### src/puel_pkg.sv
// Purpose: constants for the uncorrectable error log register bank
// Assumes: byte addresses in extended config space, dword accesses
// Notes:   reserved bits read as zero through the implemented mask
package puel_pkg;

  // register offsets, bytes
  localparam logic [11:0] CAP_HDR_OFF      = 12'h100;
  localparam logic [11:0] NEXT_CAP_OFF     = 12'h102;
  localparam logic [11:0] FLAGS_OFF        = 12'h104;
  localparam logic [11:0] SUPPRESS_OFF     = 12'h108;

  // capability header content
  localparam logic [15:0] CAP_ID           = 16'h0001;
  localparam logic [3:0]  CAP_VERSION      = 4'h1;
  localparam logic [11:0] NEXT_PTR_END     = 12'h000;
  localparam logic [11:0] NEXT_PTR_VC      = 12'h150;

  // error bit positions in flags and suppress registers
  localparam int unsigned UR_BIT           = 20;
  localparam int unsigned ECRC_BIT         = 19;
  localparam int unsigned MALF_BIT         = 18;
  localparam int unsigned OVFL_BIT         = 17;
  localparam int unsigned UNXP_BIT         = 16;
  localparam int unsigned CABT_BIT         = 15;
  localparam int unsigned CTMO_BIT         = 14;
  localparam int unsigned FCPE_BIT         = 13;
  localparam int unsigned PSN_BIT          = 12;
  localparam int unsigned DLLP_BIT         = 4;

  // implemented bits; everything else is reserved
  localparam logic [31:0] IMPL_BITS        = 32'h001f_f010;

  // values after reset
  localparam logic [31:0] FLAGS_RST        = 32'h0000_0000;
  localparam logic [31:0] SUPPRESS_RST     = 32'h0000_0000;
  localparam logic [31:0] RDATA_RST        = 32'h0000_0000;
  localparam logic [4:0]  FEP_RST          = 5'h00;

endpackage : puel_pkg

### src/puel_sync.sv
// Purpose: two-flop synchroniser for asynchronous pin levels
// Assumes: synchronous active-high reset on the destination clock
// Notes:   resets to the idle level given by RST_VAL
module puel_sync #(
  parameter int unsigned W       = 1,
  parameter logic [W-1:0] RST_VAL = '1
) (
  // clock and reset
  input  wire logic         ref_clk,
  input  wire logic         reset,
  // level in and out
  input  wire logic [W-1:0] async_in,
  output logic      [W-1:0] sync_out
);

  logic [W-1:0] stage1;
  logic [W-1:0] next_stage1;
  logic [W-1:0] next_sync_out;

  always_comb begin
    next_stage1   = async_in;
    next_sync_out = stage1;
  end

  always_ff @(posedge ref_clk) begin
    if (reset) begin
      stage1   <= RST_VAL;
      sync_out <= RST_VAL;
    end else begin
      stage1   <= next_stage1;
      sync_out <= next_sync_out;
    end
  end

endmodule : puel_sync

### src/puel_top.sv
// Purpose: uncorrectable error log: capability header, flags, suppress
// Assumes: config access port on ref_clk; detector pulses on ref_clk
// Notes:   flags and suppress survive hot reset, cleared by link resets
// Behaviour
// - next pointer upper twelve bits read 000h, or 150h with vc enable
// - low four bits of next pointer register read fixed version 1h
// - writing one clears a status flag; writing zero leaves it alone
// - unsupported request received sets status bit 20
// - end-to-end crc mismatch sets status bit 19
// - malformed packet detected sets status bit 18
// - sender exceeding granted credits sets status bit 17
// - completion matching no outstanding request sets status bit 16
// - request ended with completer abort sets status bit 15
// - request without completion before timeout sets status bit 14
// - flow control protocol violation, any phase, sets status bit 13
// - poisoned packet received sets status bit 12
// - data link layer protocol violation sets status bit 4
// - reserved ranges 31:21, 11:5, 3:0 read zero in status and mask
// - masked error sets no flag, message, header log or pointer
// - each flag has a read/write mask bit, reset 0, 1 means masked
// - flags and masks reset by link, global or power-on reset only
module puel_top (
  // clock and power-on reset
  input  wire logic        ref_clk,
  input  wire logic        reset,
  // reset pins, asynchronous, active low
  input  wire logic        fundamental_link_reset_n,
  input  wire logic        global_reset_n,
  // general control
  input  wire logic        virtual_channel_struct_enable,
  // configuration access
  input  wire logic        cfg_wr,
  input  wire logic        cfg_rd,
  input  wire logic [11:0] cfg_addr,
  input  wire logic [3:0]  cfg_be,
  input  wire logic [31:0] cfg_wdata,
  output logic      [31:0] cfg_rdata,
  output logic             cfg_rd_valid,
  // error detectors, one-cycle pulses
  input  wire logic        unsupported_request_det,
  input  wire logic        end_to_end_crc_det,
  input  wire logic        malformed_packet_det,
  input  wire logic        receiver_overflow_det,
  input  wire logic        unexpected_completion_det,
  input  wire logic        completer_abort_det,
  input  wire logic        completion_timeout_det,
  input  wire logic        flow_credit_protocol_det,
  input  wire logic        poisoned_packet_det,
  input  wire logic        link_protocol_det,
  // reporting to message, header log and pointer logic
  output logic             err_msg_req,
  output logic             hdr_log_load,
  output logic      [4:0]  first_err_ptr
);

  function automatic logic [31:0] lanes(input logic [3:0] be);
    lanes = {{8{be[3]}}, {8{be[2]}}, {8{be[1]}}, {8{be[0]}}};
  endfunction : lanes

  function automatic logic [4:0] lowest(input logic [31:0] v);
    lowest = 5'h00;
    for (int i = 31; i >= 0; i--) begin
      if (v[i]) begin
        lowest = 5'(i);
      end
    end
  endfunction : lowest

  // link reset pins cross into ref_clk
  logic [1:0] rst_pins_s;

  puel_sync #(
    .W       (2),
    .RST_VAL (2'h3)
  ) puel_sync_i (
    .ref_clk  (ref_clk),
    .reset    (reset),
    .async_in ({fundamental_link_reset_n, global_reset_n}),
    .sync_out (rst_pins_s)
  );

  // sticky bits ignore hot reset; only these sources clear them
  logic sticky_clr;
  assign sticky_clr = reset | ~rst_pins_s[1] | ~rst_pins_s[0];

  // state
  logic [31:0] flags;
  logic [31:0] suppress;
  logic [31:0] next_flags;
  logic [31:0] next_suppress;
  logic [31:0] next_cfg_rdata;
  logic        next_cfg_rd_valid;
  logic        next_err_msg_req;
  logic        next_hdr_log_load;
  logic [4:0]  next_first_err_ptr;

  // decode
  logic        hit_hdr;
  logic        hit_flags;
  logic        hit_supp;
  logic [31:0] wr_bits;
  logic [31:0] det_vec;
  logic [31:0] live_err;
  logic [11:0] next_ptr;

  localparam logic [9:0] CAP_HDR_OFF_W = puel_pkg::CAP_HDR_OFF[11:2];

  always_comb begin
    hit_hdr   = cfg_addr[11:2] == CAP_HDR_OFF_W;
    hit_flags = cfg_addr[11:2] == puel_pkg::FLAGS_OFF[11:2];
    hit_supp  = cfg_addr[11:2] == puel_pkg::SUPPRESS_OFF[11:2];
    wr_bits   = cfg_wdata & lanes(cfg_be) & puel_pkg::IMPL_BITS;
    det_vec   = 32'h0000_0000;
    det_vec[puel_pkg::UR_BIT]   = unsupported_request_det;
    det_vec[puel_pkg::ECRC_BIT] = end_to_end_crc_det;
    det_vec[puel_pkg::MALF_BIT] = malformed_packet_det;
    det_vec[puel_pkg::OVFL_BIT] = receiver_overflow_det;
    det_vec[puel_pkg::UNXP_BIT] = unexpected_completion_det;
    det_vec[puel_pkg::CABT_BIT] = completer_abort_det;
    det_vec[puel_pkg::CTMO_BIT] = completion_timeout_det;
    det_vec[puel_pkg::FCPE_BIT] = flow_credit_protocol_det;
    det_vec[puel_pkg::PSN_BIT]  = poisoned_packet_det;
    det_vec[puel_pkg::DLLP_BIT] = link_protocol_det;
    // masked errors vanish here, before any reporting path
    live_err  = det_vec & ~suppress & puel_pkg::IMPL_BITS;
    next_ptr  = virtual_channel_struct_enable ? puel_pkg::NEXT_PTR_VC
                                              : puel_pkg::NEXT_PTR_END;
  end

  // sticky flag and suppress registers
  always_comb begin
    next_flags    = flags;
    next_suppress = suppress;
    if (cfg_wr && hit_flags) begin
      next_flags = flags & ~wr_bits;
    end
    if (cfg_wr && hit_supp) begin
      next_suppress = (suppress & ~(lanes(cfg_be) & puel_pkg::IMPL_BITS))
                    | wr_bits;
    end
    // set after clear so a same-cycle detection wins
    next_flags = next_flags | live_err;
    next_flags = next_flags & puel_pkg::IMPL_BITS;
  end

  always_ff @(posedge ref_clk) begin
    if (sticky_clr) begin
      flags    <= puel_pkg::FLAGS_RST;
      suppress <= puel_pkg::SUPPRESS_RST;
    end else begin
      flags    <= next_flags;
      suppress <= next_suppress;
    end
  end

  // reporting; the pointer only moves when no unmasked flag is pending
  always_comb begin
    next_err_msg_req   = |live_err;
    next_hdr_log_load  = 1'b0;
    next_first_err_ptr = first_err_ptr;
    if ((|live_err) && (flags & ~suppress) == 32'h0000_0000) begin
      next_hdr_log_load  = 1'b1;
      next_first_err_ptr = lowest(live_err);
    end
  end

  always_ff @(posedge ref_clk) begin
    if (sticky_clr) begin
      err_msg_req   <= 1'b0;
      hdr_log_load  <= 1'b0;
      first_err_ptr <= puel_pkg::FEP_RST;
    end else begin
      err_msg_req   <= next_err_msg_req;
      hdr_log_load  <= next_hdr_log_load;
      first_err_ptr <= next_first_err_ptr;
    end
  end

  // read path, one cycle latency; unmapped dwords read zero
  always_comb begin
    next_cfg_rd_valid = cfg_rd;
    next_cfg_rdata    = puel_pkg::RDATA_RST;
    if (cfg_rd) begin
      if (hit_hdr) begin
        next_cfg_rdata = {next_ptr, puel_pkg::CAP_VERSION,
                          puel_pkg::CAP_ID};
      end else if (hit_flags) begin
        next_cfg_rdata = flags & puel_pkg::IMPL_BITS;
      end else if (hit_supp) begin
        next_cfg_rdata = suppress & puel_pkg::IMPL_BITS;
      end
    end
  end

  always_ff @(posedge ref_clk) begin
    if (reset) begin
      cfg_rdata    <= puel_pkg::RDATA_RST;
      cfg_rd_valid <= 1'b0;
    end else begin
      cfg_rdata    <= next_cfg_rdata;
      cfg_rd_valid <= next_cfg_rd_valid;
    end
  end

  logic rd_hdr;
  assign rd_hdr = cfg_rd && hit_hdr;
endmodule : puel_top

### config.mk
export PLATFORM = sky130hd
export DESIGN_NAME = puel_top
export DESIGN_NICKNAME = d
export VERILOG_FILES = /design/src/puel_pkg.sv /design/src/puel_sync.sv /design/src/puel_top.sv
export SDC_FILE = /design/constraint.sdc
export NUM_CORES = 1
export LEC_CHECK = 0
export ABC_AREA = 1
export BUFFER_PORTS_ARGS = -buffer_cell sky130_fd_sc_hd__buf_4
export CAP_MARGIN = 20
export CORE_ASPECT_RATIO = 0.7
export CORE_MARGIN = 1
export CORE_UTILIZATION = 40
export CTS_CLUSTER_DIAMETER = 60
export DETAILED_ROUTE_END_ITERATION = 16
export PLACE_DENSITY = 0.7
export SKIP_CTS_REPAIR_TIMING = 1
export SYNTH_ARGS = -nofsm -noshare
export SYNTH_HDL_FRONTEND = slang
export SYNTH_SLANG_ARGS = --single-unit
### constraint.sdc
create_clock -name ref_clk -period 1.46 [get_ports ref_clk]
set_clock_uncertainty 0.05 [all_clocks]
set_input_delay 0.219 -clock ref_clk [delete_from_list [all_inputs] [get_ports ref_clk]]
set_output_delay 0.219 -clock ref_clk [all_outputs]
set_load 0.03 [all_outputs]
Word-level counts from Yosys, hierarchy flattened:

Index checks and enable logic that the tools add are counted.

* bits in registers: 86
* latch bits: 0
* memory bits (writable): 0
* memory bits (read-only): 0
* input bits: 65
* output and inout port bits: 40
* logic and storage cells: 53
* memories kept: 0

* add/subtract/negate cells: 0
* multipliers: 0
* divide/modulo/power cells: 0
* order comparisons: 0
* equality and inequality tests: 3
* shift-type cells: 0
* muxes and demuxes: 16
* bitwise gates (word level): 15
* reduce and logical (&&, ||, !) cells: 8

Operators by type and width (count)
* bitwise AND 21 bit: 3
* 2-to-1 mux 21 bit: 3
* 2-to-1 mux 5 bit: 10
* bitwise AND 21 x 32 -> 32 bit: 1
* bitwise AND 32 bit: 1
* logical NOT 32 bit: 1
* NOT 21 -> 32 bit: 1
* NOT 32 bit: 1
* OR 32 x 21 -> 32 bit: 1
* equality test 10 x 7 -> 1 bit (second input constant): 3
* 2-to-1 mux 29 bit: 1
* NOT 21 bit: 1
* OR 21 bit: 1
* OR reduction 10 bit: 1
* 2-to-1 mux 9 bit: 1
* OR reduction 4 bit: 1
* logical AND 1 bit: 3
* NOT 1 bit: 3
* OR reduction 3 bit: 1
* OR 1 bit: 2
* OR reduction 2 bit: 1
* 2-to-1 mux 1 bit: 1

Logic depth before layout (Yosys ltp):

Gate-level depths: netlist of run 1.

* depth after elaboration: 12
* mapped depth: 12
* depth with buffers taken out: 12

Modules after synthesis:

A second synthesis of run 1 with hierarchy kept.

* cell total of the unflattened synthesis: 285
* area, all modules: 2083.2 sq um

By module, submodules not included
* puel_top: times used 1, cells an instance 272, area each 1966.9 sq um, sequential area each 800.8 sq um
* puel_sync: times used 1, cells an instance 13, area each 116.4 sq um, sequential area each 80.1 sq um

Least setup slack after synthesis of run 1:

OpenSTA, ideal clock, no wires.

* kind: input -> register
* from: in cfg_addr[7]
* to: reg cfg_rdata[16]
* library setup time: 0.120 ns
* arrival: 1.086 ns
* data required time: 1.290 ns
* slack: 0.204 ns
* stages: 7
* path buffers: 1
* cells stage by stage: nor2_1 nand3_2 nor3_2 nand3_2 buf_2 nand3_1 a21oi_1

* longest elaborated chain between the ends: 4
* elaborated cells on any way between the ends: 6
* classes of those cells: 3 x eq/ne; 3 x mux

Ends and longest elaborated chain
* start, declared: line puel_top.sv:34 `input wire logic [11:0] cfg_addr,`
* equality test 10 x 7 -> 1 bit: line puel_top.sv:111 `hit_supp = cfg_addr[11:2] == puel_pkg::SUPPRESS_OFF[11:2];`
* 2-to-1 mux 21 bit: line puel_top.sv:189 `end else if (hit_supp) begin`
* 2-to-1 mux 21 bit: line puel_top.sv:187 `end else if (hit_flags) begin`
* 2-to-1 mux 29 bit (*): line puel_top.sv:184 `if (hit_hdr) begin`
* end signal, assigned: line puel_top.sv:197 `cfg_rdata <= puel_pkg::RDATA_RST;`
* end signal, assigned: line puel_top.sv:200 `cfg_rdata <= next_cfg_rdata;`
* end, declared: line puel_top.sv:37 `output logic [31:0] cfg_rdata,`

Every way passes the cells marked *; elsewhere a longest branch is shown, timed or not.
A chain may end at the register's enable or synchronous reset.

==> results of run 1 <==
layout by cell type, fill, tap and decap left out, types with 5 or more instances in the layout:
| cell | n |
|---|---|
| o21ai_1 | 16 |
| o21ai_0 | 14 |
| nor2_1 | 15 |
| nand3_1 | 5 |
| buf_4 | 79 |
| nand3_2 | 5 |
| a21oi_1 | 31 |
| inv_2 | 7 |
| nor2_2 | 6 |
| dfxtp_1 | 35 |
| inv_1 | 20 |
| clkbuf_8 | 5 |
| nand2_2 | 15 |
| conb_1 | 18 |
| dfxtp_2 | 9 |
| nand2_1 | 55 |
worst paths after layout:
kind,end,slack (ns),depth (start not counted)
setup / recovery,first_err_ptr[2],0.04,11
hold / removal,puel_sync_i.next_sync_out[1],0.05,2
setup reg to reg,first_err_ptr[2],0.04,11
hold reg to reg,puel_sync_i.sync_out[0],0.36,1
synthesized netlist by cell type (all sizes together), types with 2 or more instances:
master / count
nor2: 24
o21ai: 30
a21oi: 31
nand2: 70
clkbuf: 2
nand3: 10
or2: 4
nand4: 2
buf: 22
nor3: 3
inv: 27
dfxtp: 44
nor3b: 2
cell type report:
cell class | count | share of cell area (%)
inverter | 27 | 3.578
timing repair buffer | 79 | 20.94
multi-input combinational | 198 | 35.34
clock buffer | 5 | 2.429
sequential | 44 | 31.49
clock inverter | 3 | 3.180
tap | 69 | 3.048
power by group through the flow:
stage          logic [mW]  registers (mW)  clock network [mW]
6_report            0.405            1.26                1.30
5_1_grt             0.448            1.26                1.36
4_1_cts             0.383            1.25                1.31
3_5_place_dp        0.380            1.28                   0
3_3_place_gp        0.374            1.28                   0
2_1_floorplan       0.240            1.30                   0
critical path, stage by stage, from the launching register on:
cell and delay [ns]:
dfxtp_2 0.34, inv_2 0.05, nand2_1 0.06, nand2_1 0.06
nor2_2 0.15, nand2_1 0.08, nor2_2 0.17, nand2_2 0.12
nand2_2 0.10, nand3_2 0.05, nand2_1 0.06, inv_1 0.04
layer usage:
metal	GRT usage [%]	part of all wire [%]	vias to the layer above
li1	-	-	1014
met1	26.90	48	857
met3	5.228	5.6	8
met5	0	0	-
met2	31.72	46	59
met4	6.905	1.1	0
cells by family (layout without fill, tap and decap cells):
group,after synthesis,in the layout
and+or+nand+nor,116,116
buffers and inverters,51,114
other,1,18
DFF,44,44
AOI/OAI and AO/OA,64,64
metrics by stage:
step                      setup WS (ns)  cell area, um^2  util, %  hold slack, ns
after CTS                      -0.04887             2729    56.44         0.04171
after global placement         -0.03557             2570    53.16          0.3419
final                           0.04096             2833    58.59         0.04598
after detailed placement       -0.07932             2570    53.16          0.3455
after global routing           -0.03162             2833    58.59         0.04957
after floorplan                  0.2042             2091        -          0.2728
==> out/metrics.yaml, run 1 <==
worst_hold_path:
  min_path_type: "input port to flip-flop"
  worstHoldStart: "fundamental_link_reset_n"
pwr:
  p_leak_nw: 1.321
  switching_share_pct: 23.94
  switching_power_mw: 0.7076
  powerDensity_nw_per_um2: 1043
  comb_power_share_pct: 13.7
  finalPower_mw: 2.956
  intPower_mw: 2.248
  vdd_drop_max_uv: 707.8
  p_clk_share_pct: 43.8
  p_seq_share_pct: 42.5
worst_setup_path:
  cp_max_fo: 5
  start_kind: "flip-flop"
  required_ns: 1.61
  critPathKind: "flip-flop to flip-flop"
  arrival_ns: 1.57
  critPathCaptureType: "flip-flop"
finish:
  nFillCells: 493
  post_route_cells_drive_above_1_share_pct: 39.33
  syn2layout_area_growth_pct: 39.75
  seq_area_um2: 892.1
  fin_cells: 425
  fin_nets: 420
  antenna_cells: 0
  multi_input_area_um2: 1001
clocking:
  cts.sinks: 44
  cts_root_buf: "clkbuf_8"
  clkTransAtPathRegs_ns: 0.08
  cts_buffers: 5
  cts_buffer_depth: 2
  clock_latency_ns: 0.30
  ctsHtreeMaxLevel: 2
  cts_tree: "built"
timing:
  period_needed_ns: 1.419
  setup_viol: 0
  fin_tns_setup_ns: 0
  rsz0062_at_grt: "true"
  fin_crit_sh_pct: 97.19
  finalMaxSlewViolations: 0
  fmax_ghz: 0.7047
  finalHoldViolations: 0
synthesis:
  synth-main-ff-cell: "dfxtp_1"
  synth.area.mux_share_pct: 0
  synth_compound_area_share_pct: 16.17
  yosys.area_share.simple_pct: 26.79
  yosys.area.top_type: "dfxtp_1"
  syn-cell-area_um2: 2027
  synth_seq_cells: 44
  ys_warn_count: 0
  synth_adder_area_share_pct: 0
  ys_seq_area_share_pct: 43.46
  synth_enable_flop_cells: 0
  synth.area.top_cells: "dfxtp_1, nand2_1, buf_4, a21oi_1, inv_1"
  synth_top_area_share_pct: 43.46
  synth_cell_types: 28
  synth_top_family_by_area: "simple AND/OR/NAND/NOR gates"
  synth_xor_area_share_pct: 0
  async_flop_share_pct: 0
  syn_avg_cell_area_um2: 7.344
  netlist_instances: 276
detailed_routing:
  drt_iter0_markers: 56
  drc: 0
  first_pass_iters: 4
  num_vias: 1938
  wirelength_um: 5171
  viasPerCell: 4.560
  wl_per_cell_um: 12.17
  drtAntennaViolNets: 0
global_route:
  grt_pass1_wl_um: 8045
  grt_pass1_vias: 1788
  overflow: 0
  grt_max_degree: 15
  grt_antenna_before_repair: 0
  gr-usage-all-layers_pct: 20.04
flow_run:
  maxCapViolations: 0
die:
  ios: 105
  dieArea_um2: 5360
  coreArea_um2: 4835
  die_w_um: 87.08
  die_h_um: 61.56
  rows: 21
  start_util_pct: 41.93
placed_design:
  io_buffers: 61
  hpwl_um: 3723
  place_congestion: 0.8125
  place_inst: 413
status:
  status: "finished, final reports clean"
Note: power is estimated with default switching activity, not from simulation.
==> inputs of run 2 (changes only) <==
Clock period 1.46 ns to 1.4 ns, I/O delays scaled along.
==> run 2 against run 1 <==
- total power fell by 8.3%
- worst setup slack got worse by 0.036 ns
- global-route usage barely moved
- clock-buffer cell count did not move
- sequential share of layout area rose by 0.51 points
- sequential power rose by 4%
- die area did not move
==> out/metrics.yaml, run 2 (synthesis results as in run 1) <==
finish:
  fin_nets: 424  # +0.95%
  final_cell_mix: "buf_4, nand2_1, dfxtp_1"
  post_route_cells_drive_above_1_share_pct: 36.39  # -2.9 points
  final_common_cell: "buf_4"
  antenna_cells: 0  # unchanged
  syn2layout_area_growth_pct: 37.35
  fin_cells: 429  # +0.94%
  nFillCells: 478  # -3.0%
detailed_routing:
  num_vias: 1927  # -0.57%
  first_pass_iters: 4  # unchanged
  wl_per_cell_um: 11.41  # -6.2%
  drtAntennaViolNets: 0  # unchanged
  drc: 0  # unchanged
  wirelength_um: 4895  # -5.3%
  drt_iter0_markers: 78  # +39%
  viasPerCell: 4.492  # -1.5%
worst_setup_path:
  rr_worst_depth: 9  # -2
  cp_max_fo: 5  # unchanged
  r2r_slack_ns: 0.005  # -0.04 ns
  required_ns: 1.55  # -0.06 ns
  r2r-end: "first_err_ptr[3]"
  critPathKind: "flip-flop to flip-flop"
  critPathCaptureType: "flip-flop"
  start_kind: "flip-flop"
  arrival_ns: 1.54  # -0.03 ns
timing:
  finalMaxSlewViolations: 0  # unchanged
  setup_viol: 0  # unchanged
  fin_tns_setup_ns: 0  # unchanged
  rsz0062_at_grt: "true"
  fmax_ghz: 0.7170  # +1.7%
  fin_crit_sh_pct: 99.63  # +2.4 points
  period_needed_ns: 1.395  # -0.02425 ns
  whs_ns: 0.03682  # -0.009156 ns
  postLayoutSetupSlackWorst_ns: 0.005210  # -0.03575 ns
  finalHoldViolations: 0  # unchanged
global_route:
  grt_pass1_wl_um: 8017  # -0.35%
  grt_pass1_vias: 1816  # +1.6%
  overflow: 0  # unchanged
  grt_antenna_before_repair: 0  # unchanged
  gr-usage-all-layers_pct: 20.08  # +0.035 points
  grt_max_degree: 15  # unchanged
worst_hold_path:
  whs_path_depth: 2  # unchanged
  hold_path_end: "puel_sync_i.next_sync_out[1]"
  min_path_type: "input port to flip-flop"
  worstHoldStart: "fundamental_link_reset_n"
clocking:
  clock_latency_ns: 0.30  # about the same
  cts_buffers: 5  # unchanged
  clkTransAtPathRegs_ns: 0.08  # about the same
  cts_buffer_depth: 2  # unchanged
  cts_tree: "built"
  ctsHtreeMaxLevel: 2  # unchanged
  cts_root_buf: "clkbuf_8"
  cts.sinks: 44  # unchanged
die:
  die_h_um: 61.56  # unchanged
  die_w_um: 87.08  # unchanged
  coreArea_um2: 4835  # unchanged
  start_util_pct: 41.93  # unchanged
  rows: 21  # unchanged
  dieArea_um2: 5360  # unchanged
  ios: 105  # unchanged
status:
  status: "finished, final reports clean"
placed_design:
  place_congestion: 0.8015  # -1.4%
  io_buffers: 61  # unchanged
  dp_slack_ns: -0.1250  # -0.04571 ns
  hpwl_um: 3761  # +1.0%
  place_inst: 420  # +1.7%
flow_run:
  maxCapViolations: 0  # unchanged
pwr:
  powerDensity_nw_per_um2: 973.2  # -6.7%
  finalPower_mw: 2.709  # -8.3%
  vdd_drop_max_uv: 675.3  # -4.6%
  p_leak_nw: 1.303  # -1.3%
-- run 2: changes by cell type in the layout (fill, tap and decap cells not counted), moves of 2 or more --
| cell | delta |
|---|---|
| nand2_1 | +7 |
| nand2_2 | -7 |
| buf_4 | +4 |
| inv_1 | +3 |
| inv_2 | -3 |
| bufinv_16 | -2 |
-- run 2: critical path, stage by stage, from the launching register on --
cell     delay [ns]
dfxtp_2        0.34
inv_1          0.07
nand2_1        0.06
nand2_1        0.06
nor2_2         0.14
nand2_1        0.08
nor2_2         0.16
nand2_2        0.11
o21ai_0        0.18
nor2_1         0.06
-- run 2: cell type report --
cell class,instances,area (um^2),area share (%)
clock buffer,5,68.82,2.472
clock inverter,3,42.54,1.528
inverter,27,101.3,3.640
multi-input combinational,198,970.9,34.88
sequential,44,890.9,32.00
tap,69,86.33,3.101
timing repair buffer,83,623.1,22.38
-- run 2: per-layer routing --
layer  vias to the layer above  track usage (%)  share of wire, %
li1                       1015                -                 -
met1                       846            26.19                47
met2                        58            31.95                44
met3                         8            4.826               7.3
met4                         0            9.524               1.2
met5                         -                0                 0
-- run 2: worst max path at each step --
stage / from / endpoint / slack, ns / cells past startpoint
after detailed placement: cfg_addr[7] / cfg_rdata[4] / -0.13 / 10
after global placement: cfg_addr[5] / flip-flop / -0.09 / 7
after floorplan: cfg_addr[7] / cfg_rdata[16] / 0.15 / 7
final: flip-flop / first_err_ptr[3] / 0.005 / 9
after CTS: flip-flop / first_err_ptr[3] / -0.07 / 9
after global routing: flip-flop / first_err_ptr[2] / -0.10 / 11
-- run 2: report_power, final --
group | leakage, nW | internal (mW) | switching, mW | total [mW]
Combinational | 0.886 | 0.172 | 0.253 | 0.425
Clock | 0.0541 | 0.528 | 0.448 | 0.976
Sequential | 0.363 | 1.29 | 0.0200 | 1.31
-- run 2: metrics by stage --
stage                     instance area (um^2)  utilization [%]
after floorplan                           2091                -
after global placement                    2623            54.24
after detailed placement                  2623            54.24
after CTS                                 2734            56.55
after global routing                      2784            57.58
final                                     2784            57.58
==> inputs of run 3 (changes only) <==
Settings changed: CAP_MARGIN 20 to 40.
Clock period 1.4 ns to 1.3 ns, I/O delays scaled along.
==> run 3 against run 2 <==
- the run now ends with setup timing left
- worst setup slack got worse by 0.098 ns
- combinational power increased by 15%
- die area unchanged
- wire length increased by 2.2%
- design area increased by 3.5%
- critical path type unchanged
- critical endpoint is now first_err_ptr[2]
- highest routed layer unchanged
==> out/metrics.yaml, run 3 (synthesis results as in run 1) <==
finish:
  final_cell_mix: "buf_4, nand2_1, dfxtp_1"
  post_route_cells_drive_above_1_share_pct: 39.25  # +2.9 points
  final_common_cell: "buf_4"
  finalCoreUtilization_pct: 59.60  # +2.0 points
  syn2layout_area_growth_pct: 42.16
  fin_cells: 441  # +2.8%
  nFillCells: 481  # +0.63%
  antenna_cells: 0  # unchanged
  postLayoutCellArea_um2: 2882  # +3.5%
  fin_nets: 436  # +2.8%
timing:
  rsz0062_at_grt: "true"
  postLayoutSetupSlackWorst_ns: -0.09318  # -0.09839 ns
  fin_crit_sh_pct: 107.2  # +7.5 points
  finalMaxSlewViolations: 0  # unchanged
  period_needed_ns: 1.393  # -0.001611 ns
  fmax_ghz: 0.7178  # +0.12%
  setup_viol: 5  # +5
  finalHoldViolations: 0  # unchanged
die:
  coreArea_um2: 4835  # unchanged
  ios: 105  # unchanged
  rows: 21  # unchanged
  start_util_pct: 41.93  # unchanged
  die_h_um: 61.56  # unchanged
  die_w_um: 87.08  # unchanged
  dieArea_um2: 5360  # unchanged
pwr:
  vdd_drop_max_uv: 693.8  # +2.7%
  powerDensity_nw_per_um2: 964.8  # -0.87%
  p_leak_nw: 1.372  # +5.2%
placed_design:
  io_buffers: 61  # unchanged
  placed_area_um2: 2725  # +3.9%
  place_congestion: 0.8005  # -0.12%
  dp_slack_ns: -0.1780  # -0.05299 ns
  place_inst: 432  # +2.9%
  hpwl_um: 3823  # +1.6%
detailed_routing:
  drtAntennaViolNets: 0  # unchanged
  viasPerCell: 4.458  # -0.75%
  wirelength_um: 5003  # +2.2%
  wl_per_cell_um: 11.34  # -0.57%
  drc: 0  # unchanged
  first_pass_iters: 6  # +2
  num_vias: 1966  # +2.0%
  drt_iter0_markers: 57  # -27%
clocking:
  ctsHtreeMaxLevel: 2  # unchanged
  cts_buffers: 5  # unchanged
  cts_tree: "built"
  cts.sinks: 44  # unchanged
  cts_root_buf: "clkbuf_8"
  clkTransAtPathRegs_ns: 0.08  # about the same
  clock_latency_ns: 0.30  # about the same
  cts_buffer_depth: 2  # unchanged
worst_setup_path:
  crit_family: "simple AND/OR/NAND/NOR gates"
  cpPeakStageDelay_ns: 0.34  # about the same
  arrival_ns: 1.54  # about the same
  path_cells: "inv_2 > nand2_1 > nand2_1 > nor2_2 > nand2_1 > nor2_2 > nand2_2 > nand2_1 > nand3_1 > nand2_1 > inv_1"
  critPathKind: "flip-flop to flip-flop"
  path_buf_inv: 2  # +1
  start_kind: "flip-flop"
  required_ns: 1.45  # -0.10 ns
  crit_top_cell: "nand2_1"
  critical-path-slowest-cell: "dfxtp_2"
  cp_max_fo: 5  # unchanged
  critPathCaptureType: "flip-flop"
global_route:
  gr-usage-all-layers_pct: 19.98  # -0.10 points
  grt_max_degree: 15  # unchanged
  overflow: 0  # unchanged
  grt_pass1_wl_um: 7879  # -1.7%
  grt_antenna_before_repair: 0  # unchanged
  grt_pass1_vias: 1775  # -2.3%
status:
  violations: "setup timing"
  status: "finished, violations left"
flow_run:
  maxCapViolations: 0  # unchanged
worst_hold_path:
  min_path_type: "input port to flip-flop"
run 3: changes by cell type in the layout (fill, tap and decap cells not counted), sizes merged:
cell,previous run,this run
clkinv,1,2
bufinv,1,0
buf,83,95
clkbuf,5,6
clkinvlp,1,0
run 3: final cells by class:
type / count / area, um^2 / area share, %
clock buffers: 6 / 82.58 / 2.866
clock inverters: 2 / 10.01 / 0.3474
inverters: 27 / 101.3 / 3.517
multi-input cells: 198 / 987.2 / 34.26
flip-flops and latches: 44 / 888.4 / 30.83
well taps: 69 / 86.33 / 2.996
repair buffers: 95 / 725.7 / 25.18
run 3: routing by layer:
metal  track usage [%]  wire length, um  up-vias
met4             3.571                9        0
li1                  -                -     1041
met1             25.00             2345      866
met3             6.434              310        2
met2             34.65             2337       57
met5                 0                0        -
run 3: stage by stage:
stage / setup TNS (ns) / hold WS [ns] / power, mW
floorplan: 0 / 0.2488 / 1.725
global placement: -3.008 / 0.3289 / 1.898
detailed placement: -3.609 / 0.3317 / 1.906
CTS: -0.6669 / 0.02160 / 2.788
global route: -0.9950 / 0.003799 / 2.933
finish: -0.2152 / 0.02902 / 2.780
run 3: path summary, 6_finish.rpt:
check	from	endpoint	slack, ns	cells after the start
min	fundamental_link_reset_n	puel_sync_i.next_sync_out[1]	0.03	2
max reg2reg	flip-flop	first_err_ptr[2]	-0.09	11
max	flip-flop	first_err_ptr[2]	-0.09	11
min reg2reg	puel_sync_i.next_sync_out[0]	puel_sync_i.sync_out[0]	0.36	1
run 3: power breakdown:
part / switching (mW) / internal (mW) / leakage, nW
sequential: 0.0183 / 1.39 / 0.362
clock: 0.463 / 0.424 / 0.0510
combinational: 0.284 / 0.204 / 0.959
total: 0.765 / 2.02 / 1.37
run 3: worst register-to-register path: cells and delay by family, from the launching register on:
family	cells	cell delay (ns)
buffers and inverters	2	0.09
flip-flops	1	0.34
AND/OR/NAND/NOR	9	0.83
